## src/sam_regs.svh

```systemverilog
/*
  register offsets, field positions and reset values of the service
  aggregation and memory window block.
  assumes it is included by bare name inside the modules and the testbench.
*/
`ifndef SAM_REGS_SVH
`define SAM_REGS_SVH

// status index 2 is a word offset: byte address is four times the index
`define SAM_IDX_MAIN_CONTROL   0
`define SAM_IDX_SERVICE_STATUS 2
`define SAM_OFS_MAIN_CONTROL   12'h000
`define SAM_OFS_SERVICE_STATUS 12'h008
`define SAM_OFS_PAGE_WINDOW    12'h004
`define SAM_OFS_MEM_CONFIG     12'h00c

`define SAM_NUM_UNITS          5
`define SAM_SERVICE_BIT        7
`define SAM_WINDOW_BITS        5
`define SAM_SIZE_BITS          2
`define SAM_RST_MAIN_CONTROL   16'h0000
`define SAM_RST_PAGE_WINDOW    16'h0000
`define SAM_RST_MEM_CONFIG     16'h0000

`endif

```

## src/sam_pkg.sv

```systemverilog
/*
  types shared by the service aggregation block.
  assumes sam_regs.svh is on the include path.
*/
package sam_pkg;
  typedef enum logic [1:0] {
    SAM_SIZE_32K  = 2'b00,
    SAM_SIZE_64K  = 2'b01,
    SAM_SIZE_128K = 2'b10,
    SAM_SIZE_256K = 2'b11
  } sam_size_t;

  typedef enum logic [0:0] {
    SAM_PH_IDLE = 1'b0,
    SAM_PH_DATA = 1'b1
  } sam_phase_t;
endpackage

```

## src/sam_service_top.sv

```systemverilog
/*
  service request aggregation, external interrupt and cpu page window,
  reached over an ahb-lite slave with 32-bit data.
  assumes unit event and enable vectors come from logic on core_clk_in.
*/
`timescale 1ns/1ns
`include "sam_regs.svh"

// Functional notes
// - status bit 0 is set when any frame-bus event meets its enable
// - status bit 1 is set when any cell transmit event meets its enable
// - status bit 2 is set when any cell receive event meets its enable
// - status bit 3 is set when any port mux event meets its enable
// - status bit 4 is set when any clock recovery event meets its enable
// - interrupt output high while any service bit and its enable are high
// - status bit 7 is the or of service bits four to zero
// - window bit 0 drives external address line 14
// - window bit 1 drives line 15, or bank select in 32k mode
// - window bit 2 drives line 16, or bank select in 64k mode
// - window bit 3 drives line 17, or bank select in 128k mode
// - window bit 4 drives bank select only in 256k mode
// - main control bits 0 to 4 enable the five unit interrupts
// - two-bit size field picks 32k, 64k, 128k or 256k memory
module sam_service_top #(
  parameter int EVW = 16
) (
  // clock, reset, enable
  input  wire logic             core_clk_in,
  input  wire logic             srst_in,
  input  wire logic             clk_en_in,
  // ahb-lite slave
  input  wire logic             hsel_in,
  input  wire logic [11:0]      haddr_in,
  input  wire logic [1:0]       htrans_in,
  input  wire logic             hwrite_in,
  input  wire logic [2:0]       hsize_in,
  input  wire logic [31:0]      hwdata_in,
  input  wire logic             hready_in,
  output logic      [31:0]      hrdata_out,
  output logic                  hreadyout_out,
  output logic                  hresp_out,
  // unit event and enable vectors
  input  wire logic [EVW-1:0]   frame_bus_event_in,
  input  wire logic [EVW-1:0]   frame_bus_enable_in,
  input  wire logic [EVW-1:0]   cell_tx_event_in,
  input  wire logic [EVW-1:0]   cell_tx_enable_in,
  input  wire logic [EVW-1:0]   cell_rx_event_in,
  input  wire logic [EVW-1:0]   cell_rx_enable_in,
  input  wire logic [EVW-1:0]   cell_mux_event_in,
  input  wire logic [EVW-1:0]   cell_mux_enable_in,
  input  wire logic [EVW-1:0]   timing_event_in,
  input  wire logic [EVW-1:0]   timing_enable_in,
  // interrupt and memory window
  output logic                  irq_out,
  output logic                  service_out,
  output logic      [3:0]       mem_addr_hi_out,
  output logic                  bank_select_out
);
  localparam int NU = `SAM_NUM_UNITS;

  function automatic logic any_pair(input logic [EVW-1:0] ev, input logic [EVW-1:0] en);
    any_pair = |(ev & en);
  endfunction

  // per-unit request vector
  logic [NU-1:0]  unit_request;
  logic [NU-1:0]  irq_enable;
  logic [15:0]    main_control;
  logic [15:0]    page_window;
  logic [15:0]    mem_config;
  logic [NU-1:0]  service;
  logic           irq;
  logic [NU-1:0]  next_service;
  logic           next_irq;

  always_comb begin
    unit_request[0] = any_pair(frame_bus_event_in, frame_bus_enable_in);
    unit_request[1] = any_pair(cell_tx_event_in, cell_tx_enable_in);
    unit_request[2] = any_pair(cell_rx_event_in, cell_rx_enable_in);
    unit_request[3] = any_pair(cell_mux_event_in, cell_mux_enable_in);
    unit_request[4] = any_pair(timing_event_in, timing_enable_in);
  end

  assign irq_enable = main_control[NU-1:0];

  always_comb begin
    next_service = unit_request;
    next_irq     = |(unit_request & irq_enable);
  end

  always_ff @(posedge core_clk_in) begin
    if (srst_in) begin
      service <= '0;
      irq     <= 1'b0;
    end else if (clk_en_in) begin
      service <= next_service;
      irq     <= next_irq;
    end
  end

  assign irq_out     = irq;
  assign service_out = |service;

  // ahb-lite slave: zero wait states while clk_en_in is high, always okay
  logic                 ph_write;
  logic                 ph_read;
  logic [11:0]          ph_addr;
  sam_pkg::sam_phase_t  phase;
  logic                 next_ph_write;
  logic                 next_ph_read;
  logic [11:0]          next_ph_addr;
  sam_pkg::sam_phase_t  next_phase;
  logic [31:0]          rdata;
  logic [31:0]          next_rdata;
  logic [15:0]          next_main_control;
  logic [15:0]          next_page_window;
  logic [15:0]          next_mem_config;
  logic                 accept;

  assign accept = hsel_in && hready_in && htrans_in[1];

  always_comb begin
    next_ph_write = accept && hwrite_in;
    next_ph_read  = accept && !hwrite_in;
    next_ph_addr  = accept ? haddr_in : ph_addr;
    next_phase    = accept ? sam_pkg::SAM_PH_DATA : sam_pkg::SAM_PH_IDLE;
    next_rdata    = rdata;
    if (next_ph_read) begin
      if (haddr_in == `SAM_OFS_MAIN_CONTROL) begin
        next_rdata = {16'h0000, main_control};
      end else if (haddr_in == `SAM_OFS_SERVICE_STATUS) begin
        next_rdata = {24'h000000, |service, 2'b00, service};
      end else if (haddr_in == `SAM_OFS_PAGE_WINDOW) begin
        next_rdata = {16'h0000, page_window};
      end else if (haddr_in == `SAM_OFS_MEM_CONFIG) begin
        next_rdata = {16'h0000, mem_config};
      end else begin
        next_rdata = 32'h00000000;
      end
    end
  end

  always_comb begin
    next_main_control = main_control;
    next_page_window  = page_window;
    next_mem_config   = mem_config;
    if (ph_write) begin
      if (ph_addr == `SAM_OFS_MAIN_CONTROL) begin
        next_main_control = hwdata_in[15:0];
      end else if (ph_addr == `SAM_OFS_PAGE_WINDOW) begin
        next_page_window = hwdata_in[15:0];
      end else if (ph_addr == `SAM_OFS_MEM_CONFIG) begin
        next_mem_config = hwdata_in[15:0];
      end
      // status writes are dropped
    end
  end

  always_ff @(posedge core_clk_in) begin
    if (srst_in) begin
      ph_write     <= 1'b0;
      ph_read      <= 1'b0;
      ph_addr      <= 12'h000;
      phase        <= sam_pkg::SAM_PH_IDLE;
      rdata        <= 32'h00000000;
      main_control <= `SAM_RST_MAIN_CONTROL;
      page_window  <= `SAM_RST_PAGE_WINDOW;
      mem_config   <= `SAM_RST_MEM_CONFIG;
    end else if (clk_en_in) begin
      ph_write     <= next_ph_write;
      ph_read      <= next_ph_read;
      ph_addr      <= next_ph_addr;
      phase        <= next_phase;
      rdata        <= next_rdata;
      main_control <= next_main_control;
      page_window  <= next_page_window;
      mem_config   <= next_mem_config;
    end
  end

  assign hrdata_out    = rdata;
  assign hreadyout_out = clk_en_in || phase == sam_pkg::SAM_PH_IDLE;
  assign hresp_out     = 1'b0;

  sam_window_map u_map (
    .core_clk_in     (core_clk_in),
    .srst_in         (srst_in),
    .clk_en_in       (clk_en_in),
    .window_in       (page_window[`SAM_WINDOW_BITS-1:0]),
    .size_in         (sam_pkg::sam_size_t'(mem_config[`SAM_SIZE_BITS-1:0])),
    .mem_addr_hi_out (mem_addr_hi_out),
    .bank_select_out (bank_select_out)
  );

  a_irq_follows : assert property (@(posedge core_clk_in) disable iff (srst_in)
    clk_en_in |=> irq_out == |($past(unit_request) & $past(irq_enable)))
    else $error("interrupt does not follow enabled service");
  a_irq_masked : assert property (@(posedge core_clk_in) disable iff (srst_in)
    clk_en_in && irq_enable == 5'h00 |=> !irq_out)
    else $error("interrupt with all enables clear");
  a_frame_req : assert property (@(posedge core_clk_in) disable iff (srst_in)
    clk_en_in |=> service[0] == $past(|(frame_bus_event_in & frame_bus_enable_in)))
    else $error("frame-bus service bit wrong");
  a_tx_req : assert property (@(posedge core_clk_in) disable iff (srst_in)
    clk_en_in |=> service[1] == $past(|(cell_tx_event_in & cell_tx_enable_in)))
    else $error("transmit service bit wrong");
  a_rx_req : assert property (@(posedge core_clk_in) disable iff (srst_in)
    clk_en_in |=> service[2] == $past(|(cell_rx_event_in & cell_rx_enable_in)))
    else $error("receive service bit wrong");
  a_mux_req : assert property (@(posedge core_clk_in) disable iff (srst_in)
    clk_en_in |=> service[3] == $past(|(cell_mux_event_in & cell_mux_enable_in)))
    else $error("mux service bit wrong");
  a_timing_req : assert property (@(posedge core_clk_in) disable iff (srst_in)
    clk_en_in |=> service[4] == $past(|(timing_event_in & timing_enable_in)))
    else $error("timing service bit wrong");
  a_service_sum : assert property (@(posedge core_clk_in) disable iff (srst_in)
    service_out == (service != 5'h00))
    else $error("summary bit wrong");
  a_status_read : assert property (@(posedge core_clk_in) disable iff (srst_in)
    clk_en_in && accept && !hwrite_in && haddr_in == `SAM_OFS_SERVICE_STATUS
    |=> hrdata_out[31:8] == 24'h000000 && hrdata_out[4:0] == $past(service))
    else $error("status read wrong");
  a_status_nowrite : assert property (@(posedge core_clk_in) disable iff (srst_in)
    clk_en_in && ph_write && ph_addr == `SAM_OFS_SERVICE_STATUS
    |=> main_control == $past(main_control) && page_window == $past(page_window))
    else $error("status write changed a register");

  c_irq_raised : cover property (@(posedge core_clk_in) disable iff (srst_in) $rose(irq_out));
  c_window_wr  : cover property (@(posedge core_clk_in) disable iff (srst_in)
    ph_write && ph_addr == `SAM_OFS_PAGE_WINDOW);
  c_all_units  : cover property (@(posedge core_clk_in) disable iff (srst_in) &service);
endmodule

```

## src/sam_window_map.sv

```systemverilog
/*
  maps the five page window bits onto the upper external memory address
  lines and the bank select according to the memory size field.
  assumes a registered window and size setting from the same clock domain.
*/
`timescale 1ns/1ns
`include "sam_regs.svh"

module sam_window_map (
  // clock, reset, enable
  input  wire logic                          core_clk_in,
  input  wire logic                          srst_in,
  input  wire logic                          clk_en_in,
  // settings
  input  wire logic [`SAM_WINDOW_BITS-1:0]   window_in,
  input  wire sam_pkg::sam_size_t            size_in,
  // external address lines 17:14 and bank select
  output logic      [3:0]                    mem_addr_hi_out,
  output logic                               bank_select_out
);
  logic [3:0] next_mem_addr_hi;
  logic       next_bank_select;
  logic [3:0] mem_addr_hi;
  logic       bank_select;

  always_comb begin
    next_mem_addr_hi    = 4'h0;
    next_mem_addr_hi[0] = window_in[0];
    next_bank_select    = 1'b0;
    case (size_in)
      sam_pkg::SAM_SIZE_32K: begin
        next_bank_select = window_in[1];
      end
      sam_pkg::SAM_SIZE_64K: begin
        next_mem_addr_hi[1] = window_in[1];
        next_bank_select    = window_in[2];
      end
      sam_pkg::SAM_SIZE_128K: begin
        next_mem_addr_hi[2:1] = window_in[2:1];
        next_bank_select      = window_in[3];
      end
      default: begin
        next_mem_addr_hi[3:1] = window_in[3:1];
        next_bank_select      = window_in[4];
      end
    endcase
  end

  always_ff @(posedge core_clk_in) begin
    if (srst_in) begin
      mem_addr_hi <= 4'h0;
      bank_select <= 1'b0;
    end else if (clk_en_in) begin
      mem_addr_hi <= next_mem_addr_hi;
      bank_select <= next_bank_select;
    end
  end

  assign mem_addr_hi_out = mem_addr_hi;
  assign bank_select_out = bank_select;

  a_map_line14 : assert property (@(posedge core_clk_in) disable iff (srst_in)
    clk_en_in |=> mem_addr_hi_out[0] == $past(window_in[0]))
    else $error("address line 14 does not follow window bit 0");
  a_map_bank256 : assert property (@(posedge core_clk_in) disable iff (srst_in)
    clk_en_in && size_in == sam_pkg::SAM_SIZE_256K
    |=> bank_select_out == $past(window_in[4]))
    else $error("bank select does not follow window bit 4 in 256k mode");
  a_map_bank32 : assert property (@(posedge core_clk_in) disable iff (srst_in)
    clk_en_in && size_in == sam_pkg::SAM_SIZE_32K
    |=> bank_select_out == $past(window_in[1]) && mem_addr_hi_out[3:1] == 3'h0)
    else $error("32k mode mapping wrong");
endmodule

```

## config.mk

```make
export PLATFORM = sky130hd
export DESIGN_NAME = sam_service_top
export DESIGN_NICKNAME = d
export VERILOG_FILES = /design/src/sam_pkg.sv /design/src/sam_service_top.sv /design/src/sam_window_map.sv
export VERILOG_INCLUDE_DIRS = /design/src
export SDC_FILE = /design/constraint.sdc
export NUM_CORES = 1
export LEC_CHECK = 0
export BUFFER_PORTS_ARGS = -buffer_cell sky130_fd_sc_hd__buf_2
export CAP_MARGIN = 20
export CORE_ASPECT_RATIO = 1.25
export CORE_MARGIN = 5
export CORE_UTILIZATION = 30
export CTS_BUF_LIST = sky130_fd_sc_hd__clkbuf_4
export DETAILED_ROUTE_END_ITERATION = 16
export PLACE_DENSITY_LB_ADDON = 0.08
export RECOVER_POWER = 100
export SETUP_SLACK_MARGIN = 0.15
export SLEW_MARGIN = 20
export SYNTH_ARGS = -nofsm -noshare
export SYNTH_HDL_FRONTEND = slang
export SYNTH_SLANG_ARGS = --single-unit
export TNS_END_PERCENT = 50
```

## constraint.sdc

```tcl
create_clock -name core_clk_in -period 2.1 [get_ports core_clk_in]
set_input_delay 0.105 -clock core_clk_in [delete_from_list [all_inputs] [get_ports core_clk_in]]
set_output_delay 0.105 -clock core_clk_in [all_outputs]
set_load 0.02 [all_outputs]
```

After elaboration in Yosys (flattened, before gate mapping)
Cells that the tools add are included.
Word-level totals
  word-level logic and storage cells: 59
  output and inout port bits: 41
  bits of input ports: 215
  register bits after elaboration: 105
Operators by class
  equal/unequal tests: 7
  reductions and logical operators: 23
  multiplexer cells: 9
  bitwise logic cells: 9
Operators by type and width (count)
  16-bit bitwise AND: 5
  16-bit OR reduction: 5
  16-bit 2-to-1 mux: 4
  12-bit by 4-bit equality test with 1-bit output, second input constant: 3
  12-bit by 3-bit equality test with 1-bit output, second input constant: 2
  12-bit zero test: 2
  5-bit OR reduction: 2
  5-bit bitwise AND: 1
  5-bit AND reduction: 1
  1-bit logical AND: 4
  1-bit 2-to-1 mux: 4
  2-bit AND reduction: 2
  4-bit AND reduction: 1
  1-bit NOT: 3
  1-bit one-hot mux with 3 select lines: 1
  3-bit AND reduction: 1
  3-bit OR reduction: 1
  2-bit by 1-bit equality test with 1-bit output, second input constant: 1
  2-bit equality test, second input constant: 1
  2-bit zero test: 1
  2-bit OR reduction: 1
  1-bit zero test: 1
  1-bit logical OR: 1

Logic depth before layout (Yosys ltp)
  depth in word-level cells: 5
  mapped depth: 8
  mapped depth without buffers: 5

Cells and area by module
Synthesis repeated with hierarchy kept, for this count alone.
Second synthesis, totals
  cells, all modules: 489
  area, all modules: 4250.3 µm²
Modules (own cells, without submodules)
  sam_service_top: seq. area each 1681.6 µm², area an instance 4012.6 µm², instances 1, cells each 466
  sam_window_map: seq. area each 100.1 µm², area an instance 237.7 µm², instances 1, cells each 23

Worst setup path after synthesis
Ideal clock, no wire load.
  path kind: reg2reg
  from: register ph_addr[6]
  to: register main_control[10]
  clock period less this slack: 1555 ps
  library setup time: 128 ps
  cell stages (with the launch flop): 8
  arrival time: 1427 ps
  setup slack: 545 ps
  path buffers: 2
  cells stage by stage: dfxtp_1 -> nor4_1 -> and3_1 -> nor3b_2 -> buf_4 -> buf_12 -> mux2i_1 -> nor2_1
Between the ends
  word-level cells in the longest chain between the ends: 2
RTL lines
  start, declared: RTL line sam_service_top.sv:107  | logic [11:0] ph_addr;
  start signal, assigned: RTL line sam_service_top.sv:172  | ph_addr <= next_ph_addr;
  12-bit zero test (no line)
  3-bit AND reduction (no line)
  end signal, assigned: RTL line sam_service_top.sv:166  | main_control <= `SAM_RST_MAIN_CONTROL;
  end signal, assigned: RTL line sam_service_top.sv:175  | main_control <= next_main_control;
  end, declared: RTL line sam_service_top.sv:68  | logic [15:0] main_control;
Every way passes these cells.
A chain may end at the register's enable or synchronous reset.

Final worst setup path
  from: input port haddr_in[11]
  to: register rdata[11] (netlist: hrdata_out[11])
Between the ends
  word-level cells in the longest chain between the ends: 5
  elaborated cells on any way between the ends: 8
  classes of those cells: eq/ne: 3; mux: 4; reduce/logical: 1
RTL lines
  start, declared: RTL line sam_service_top.sv:33  | input wire logic [11:0] haddr_in,
  12-bit by 4-bit equality test with 1-bit output (no line)
  16-bit 2-to-1 mux: RTL line sam_service_top.sv:135  | end else if (haddr_in == `SAM_OFS_MEM_CONFIG) begin
  16-bit 2-to-1 mux: RTL line sam_service_top.sv:133  | end else if (haddr_in == `SAM_OFS_PAGE_WINDOW) begin
  16-bit 2-to-1 mux: RTL line sam_service_top.sv:131  | end else if (haddr_in == `SAM_OFS_SERVICE_STATUS) begin
  16-bit 2-to-1 mux *: RTL line sam_service_top.sv:129  | if (haddr_in == `SAM_OFS_MAIN_CONTROL) begin
  end signal, assigned: RTL line sam_service_top.sv:174  | rdata <= next_rdata;
  end, declared: RTL line sam_service_top.sv:113  | logic [31:0] rdata;
Mark *: on every way between the ends. The rest lies on a longest branch, timed or not.

==> flow_summary.ini <==
[status]
outcome = finished, final reports clean

[die]
die_area_mm2 = 0.01624
rows = 48
num_io_pins = 256
core_area_mm2 = 0.01369
start_util_pct = 30.19
fp.dieW_um = 115.0
dieHeight_um = 141.2

[clock_network]
cts_max_level = 3
post_cts_resized = 0
clkLatencyLatePin_ps = 440
numCtsBuffers = 9
cts_tree = yes
clock_path_buffers = 2
clk_pin_slew_ps = 140
cts_sinks = 89
cts-root-buf = clkbuf_4

[layout]
syn_to_final_growth_pct = 38.38
drive_gt1_share_pct = 31.90
fillers = 1446
multi_input_area_mm2 = 0.002132
final_nets = 909
final_common_cell = buf_2
layout_common_cells = 192 x buf_2, 89 x dfxtp_1, 76 x nor2_1
ff_latch_area_mm2 = 0.001782

[critical_path]
cp_top_family = simple AND/OR/NAND/NOR gates
cp_slowest_stage_delay_ps = 540
crit_chain = dlygate4sd3_1 > clkbuf_1 > nor4_2 > nand4b_1 > nor2_2 > a21oi_1 > nor3_1
required_ps = 2460
crit_slowest_cell = dlygate4sd3_1
end_kind = register
crit_type = primary input to register
cp_max_fo = 10
cp.arrival_ps = 2240
crit_path_start_kind = primary input
crit_buf_inv = 2

[hold_path]
holdCritPathClass = primary input to register

[global_routing]
use_met1_pct = 20.03
use_met3_pct = 4.208
grt_max_degree = 55
grt_pass1_vias = 4288
grt_use_total_pct = 16.92
grt_antenna_before_repair = 1
grt_pass1_wl_mm = 21.80
busiest_layer = met2
grtUsageMet2_pct = 29.97
grt.overflow.total = 0

[yosys]
synth_edf_count = 0
synth.distinct_cells = 40
ys_ff_latch = 89
ys_seq_area_share_pct = 43.10
synthTopCellsByArea = dfxtp_1 43%, mux2i_1 17%, nor2_1 7.0%
syn_area_mm2 = 0.004134
syn-instance-count = 449
async_reset_ff_share_pct = 0
syn_avg_cell_area_um2 = 9.207
yosysTopAreaCell = dfxtp_1
yosys_most_used_dff = dfxtp_1
synth_warnings = 0
synth_top_area_share_pct = 43.10

[route]
avgRoutedWirePerCell_um = 16.23
drc = 0
detail_route.first_pass.iterations = 4
drt_wl_total_mm = 14.20
ant_nets = 0
first_iter_violations = 247
num_vias = 4177
viasPerCell = 4.774

[sta]
relSlewSlack_pct = 56.49
final-hold-violation-count = 0
rsz0062_at_grt = no
setup_violations = 0
worst_pin_slew_ps = 636.2
maxSlewViolCount = 0
final.min_clock_period_ps = 1887
max_freq_mhz = 530.0
finClkSkew_ps = 17.81
setup_slack_ps = 213.0
period_share_pct = 89.86
setup_tns_ps = 0

[power_and_ir_drop]
p_leak_uw = 0.002668
ir_worst_vdd_v = 0.0002832
p_per_area_mw_per_mm2 = 546.7

[placement]
pre_cts_slack_ps = 317.2
place_hpwl_mm = 10.97
portBuffers = 218
globalplace.congestion = 0.8813

[job]
max_cap_violations = 0
-- registers in the layout, summed over array words and instances (netlist names) --
name,count
ph_addr,12
page_window,16
irq_out,1
service,5
ph_write,1
main_control,16
hrdata_out,16
phase,1
u_map.mem_addr_hi_out,4
mem_config,16
u_map.bank_select_out,1
-- logic make-up after synthesis --
kind of cell | Yosys count | synth area share (%)
AOI/OAI and AO/OA | 97 | 16.40
buffers and inverters | 47 | 6.749
DFF | 89 | 43.10
muxes | 72 | 17.74
other | 1 | 0.09071
and+or+nand+nor | 143 | 15.92
-- cell usage after synthesis (all sizes together) (2+ instances only) --
master,number
and4,4
nand4,5
nor3,13
nand2,29
a21oi,26
mux2i,71
clkbuf,17
dfxtp,89
nand3,4
o21ai,16
buf,26
nor3b,2
a211oi,3
inv,4
o221ai,6
a221oi,16
nor4,4
a22o,16
a22oi,7
nor2,78
-- routing by layer --
layer | wire length (µm) | share of wire [%] | up-vias
met5 | 0 | 0 | -
met4 | 219 | 1.5 | 0
met3 | 1175 | 8.3 | 17
met2 | 7148 | 50 | 135
met1 | 5658 | 40 | 1927
li1 | - | - | 2098
-- path summary, 6_finish.rpt --
check,cells after the start,end,from,slack (ps)
worst max register to register,6,main_control[5]$_SDFFE_PP0P_,ph_addr[1]$_SDFFE_PP0P_,290
worst max-delay path,7,hrdata_out[11]$_SDFFE_PP0P_,haddr_in[11],210
worst min register to register,2,ph_addr[0]$_SDFFE_PP0P_,ph_addr[0]$_SDFFE_PP0P_,460
worst min-delay path,3,service[4]$_SDFFE_PP0P_,timing_enable_in[10],10
-- report_power, final --
part | internal [µW] | switching [µW] | leakage, µW
Clock | 352 | 584 | 0.0000745
Sequential | 1710 | 13.6 | 0.000720
Combinational | 244 | 223 | 0.00187
-- stage by stage --
stage / area, µm² / instances / hold slack (ps) / total power [µW] / utilization, %
5_1_grt: 5720 / 875 / 67.78 / 3291 / 41.78
4_1_cts: 5783 / 874 / 0.7210 / 3177 / 42.23
6_report: 5720 / 875 / 10.78 / 3127 / 41.78
3_3_place_gp: 5374 / 830 / 362.6 / 2186 / 39.25
2_1_floorplan: 4194 / 465 / 241.0 / 1968 / -
3_5_place_dp: 5374 / 830 / 371.1 / 2193 / 39.25
-- cell type report --
class	instances	share of cell area, %
multi-input cells	329	37.27
flip-flops and latches	89	31.15
repair buffers	261	25.20
well taps	175	3.828
clock buffers	9	1.181
clock inverters	7	1.072
inverters	4	0.2625
diodes	1	0.04374
-- worst min-delay path, stage by stage --
cell,delay [ps]
buf_2,70
a2111oi_0,120
nor3_1,120
-- repair_timing --
action / 4_1_cts / 5_1_grt
hold buffers: 28 / 0
endpoints found under the hold margin: 60 / 0
buffers inserted: 0 / 0
Power figures use the tool's default switching activity.
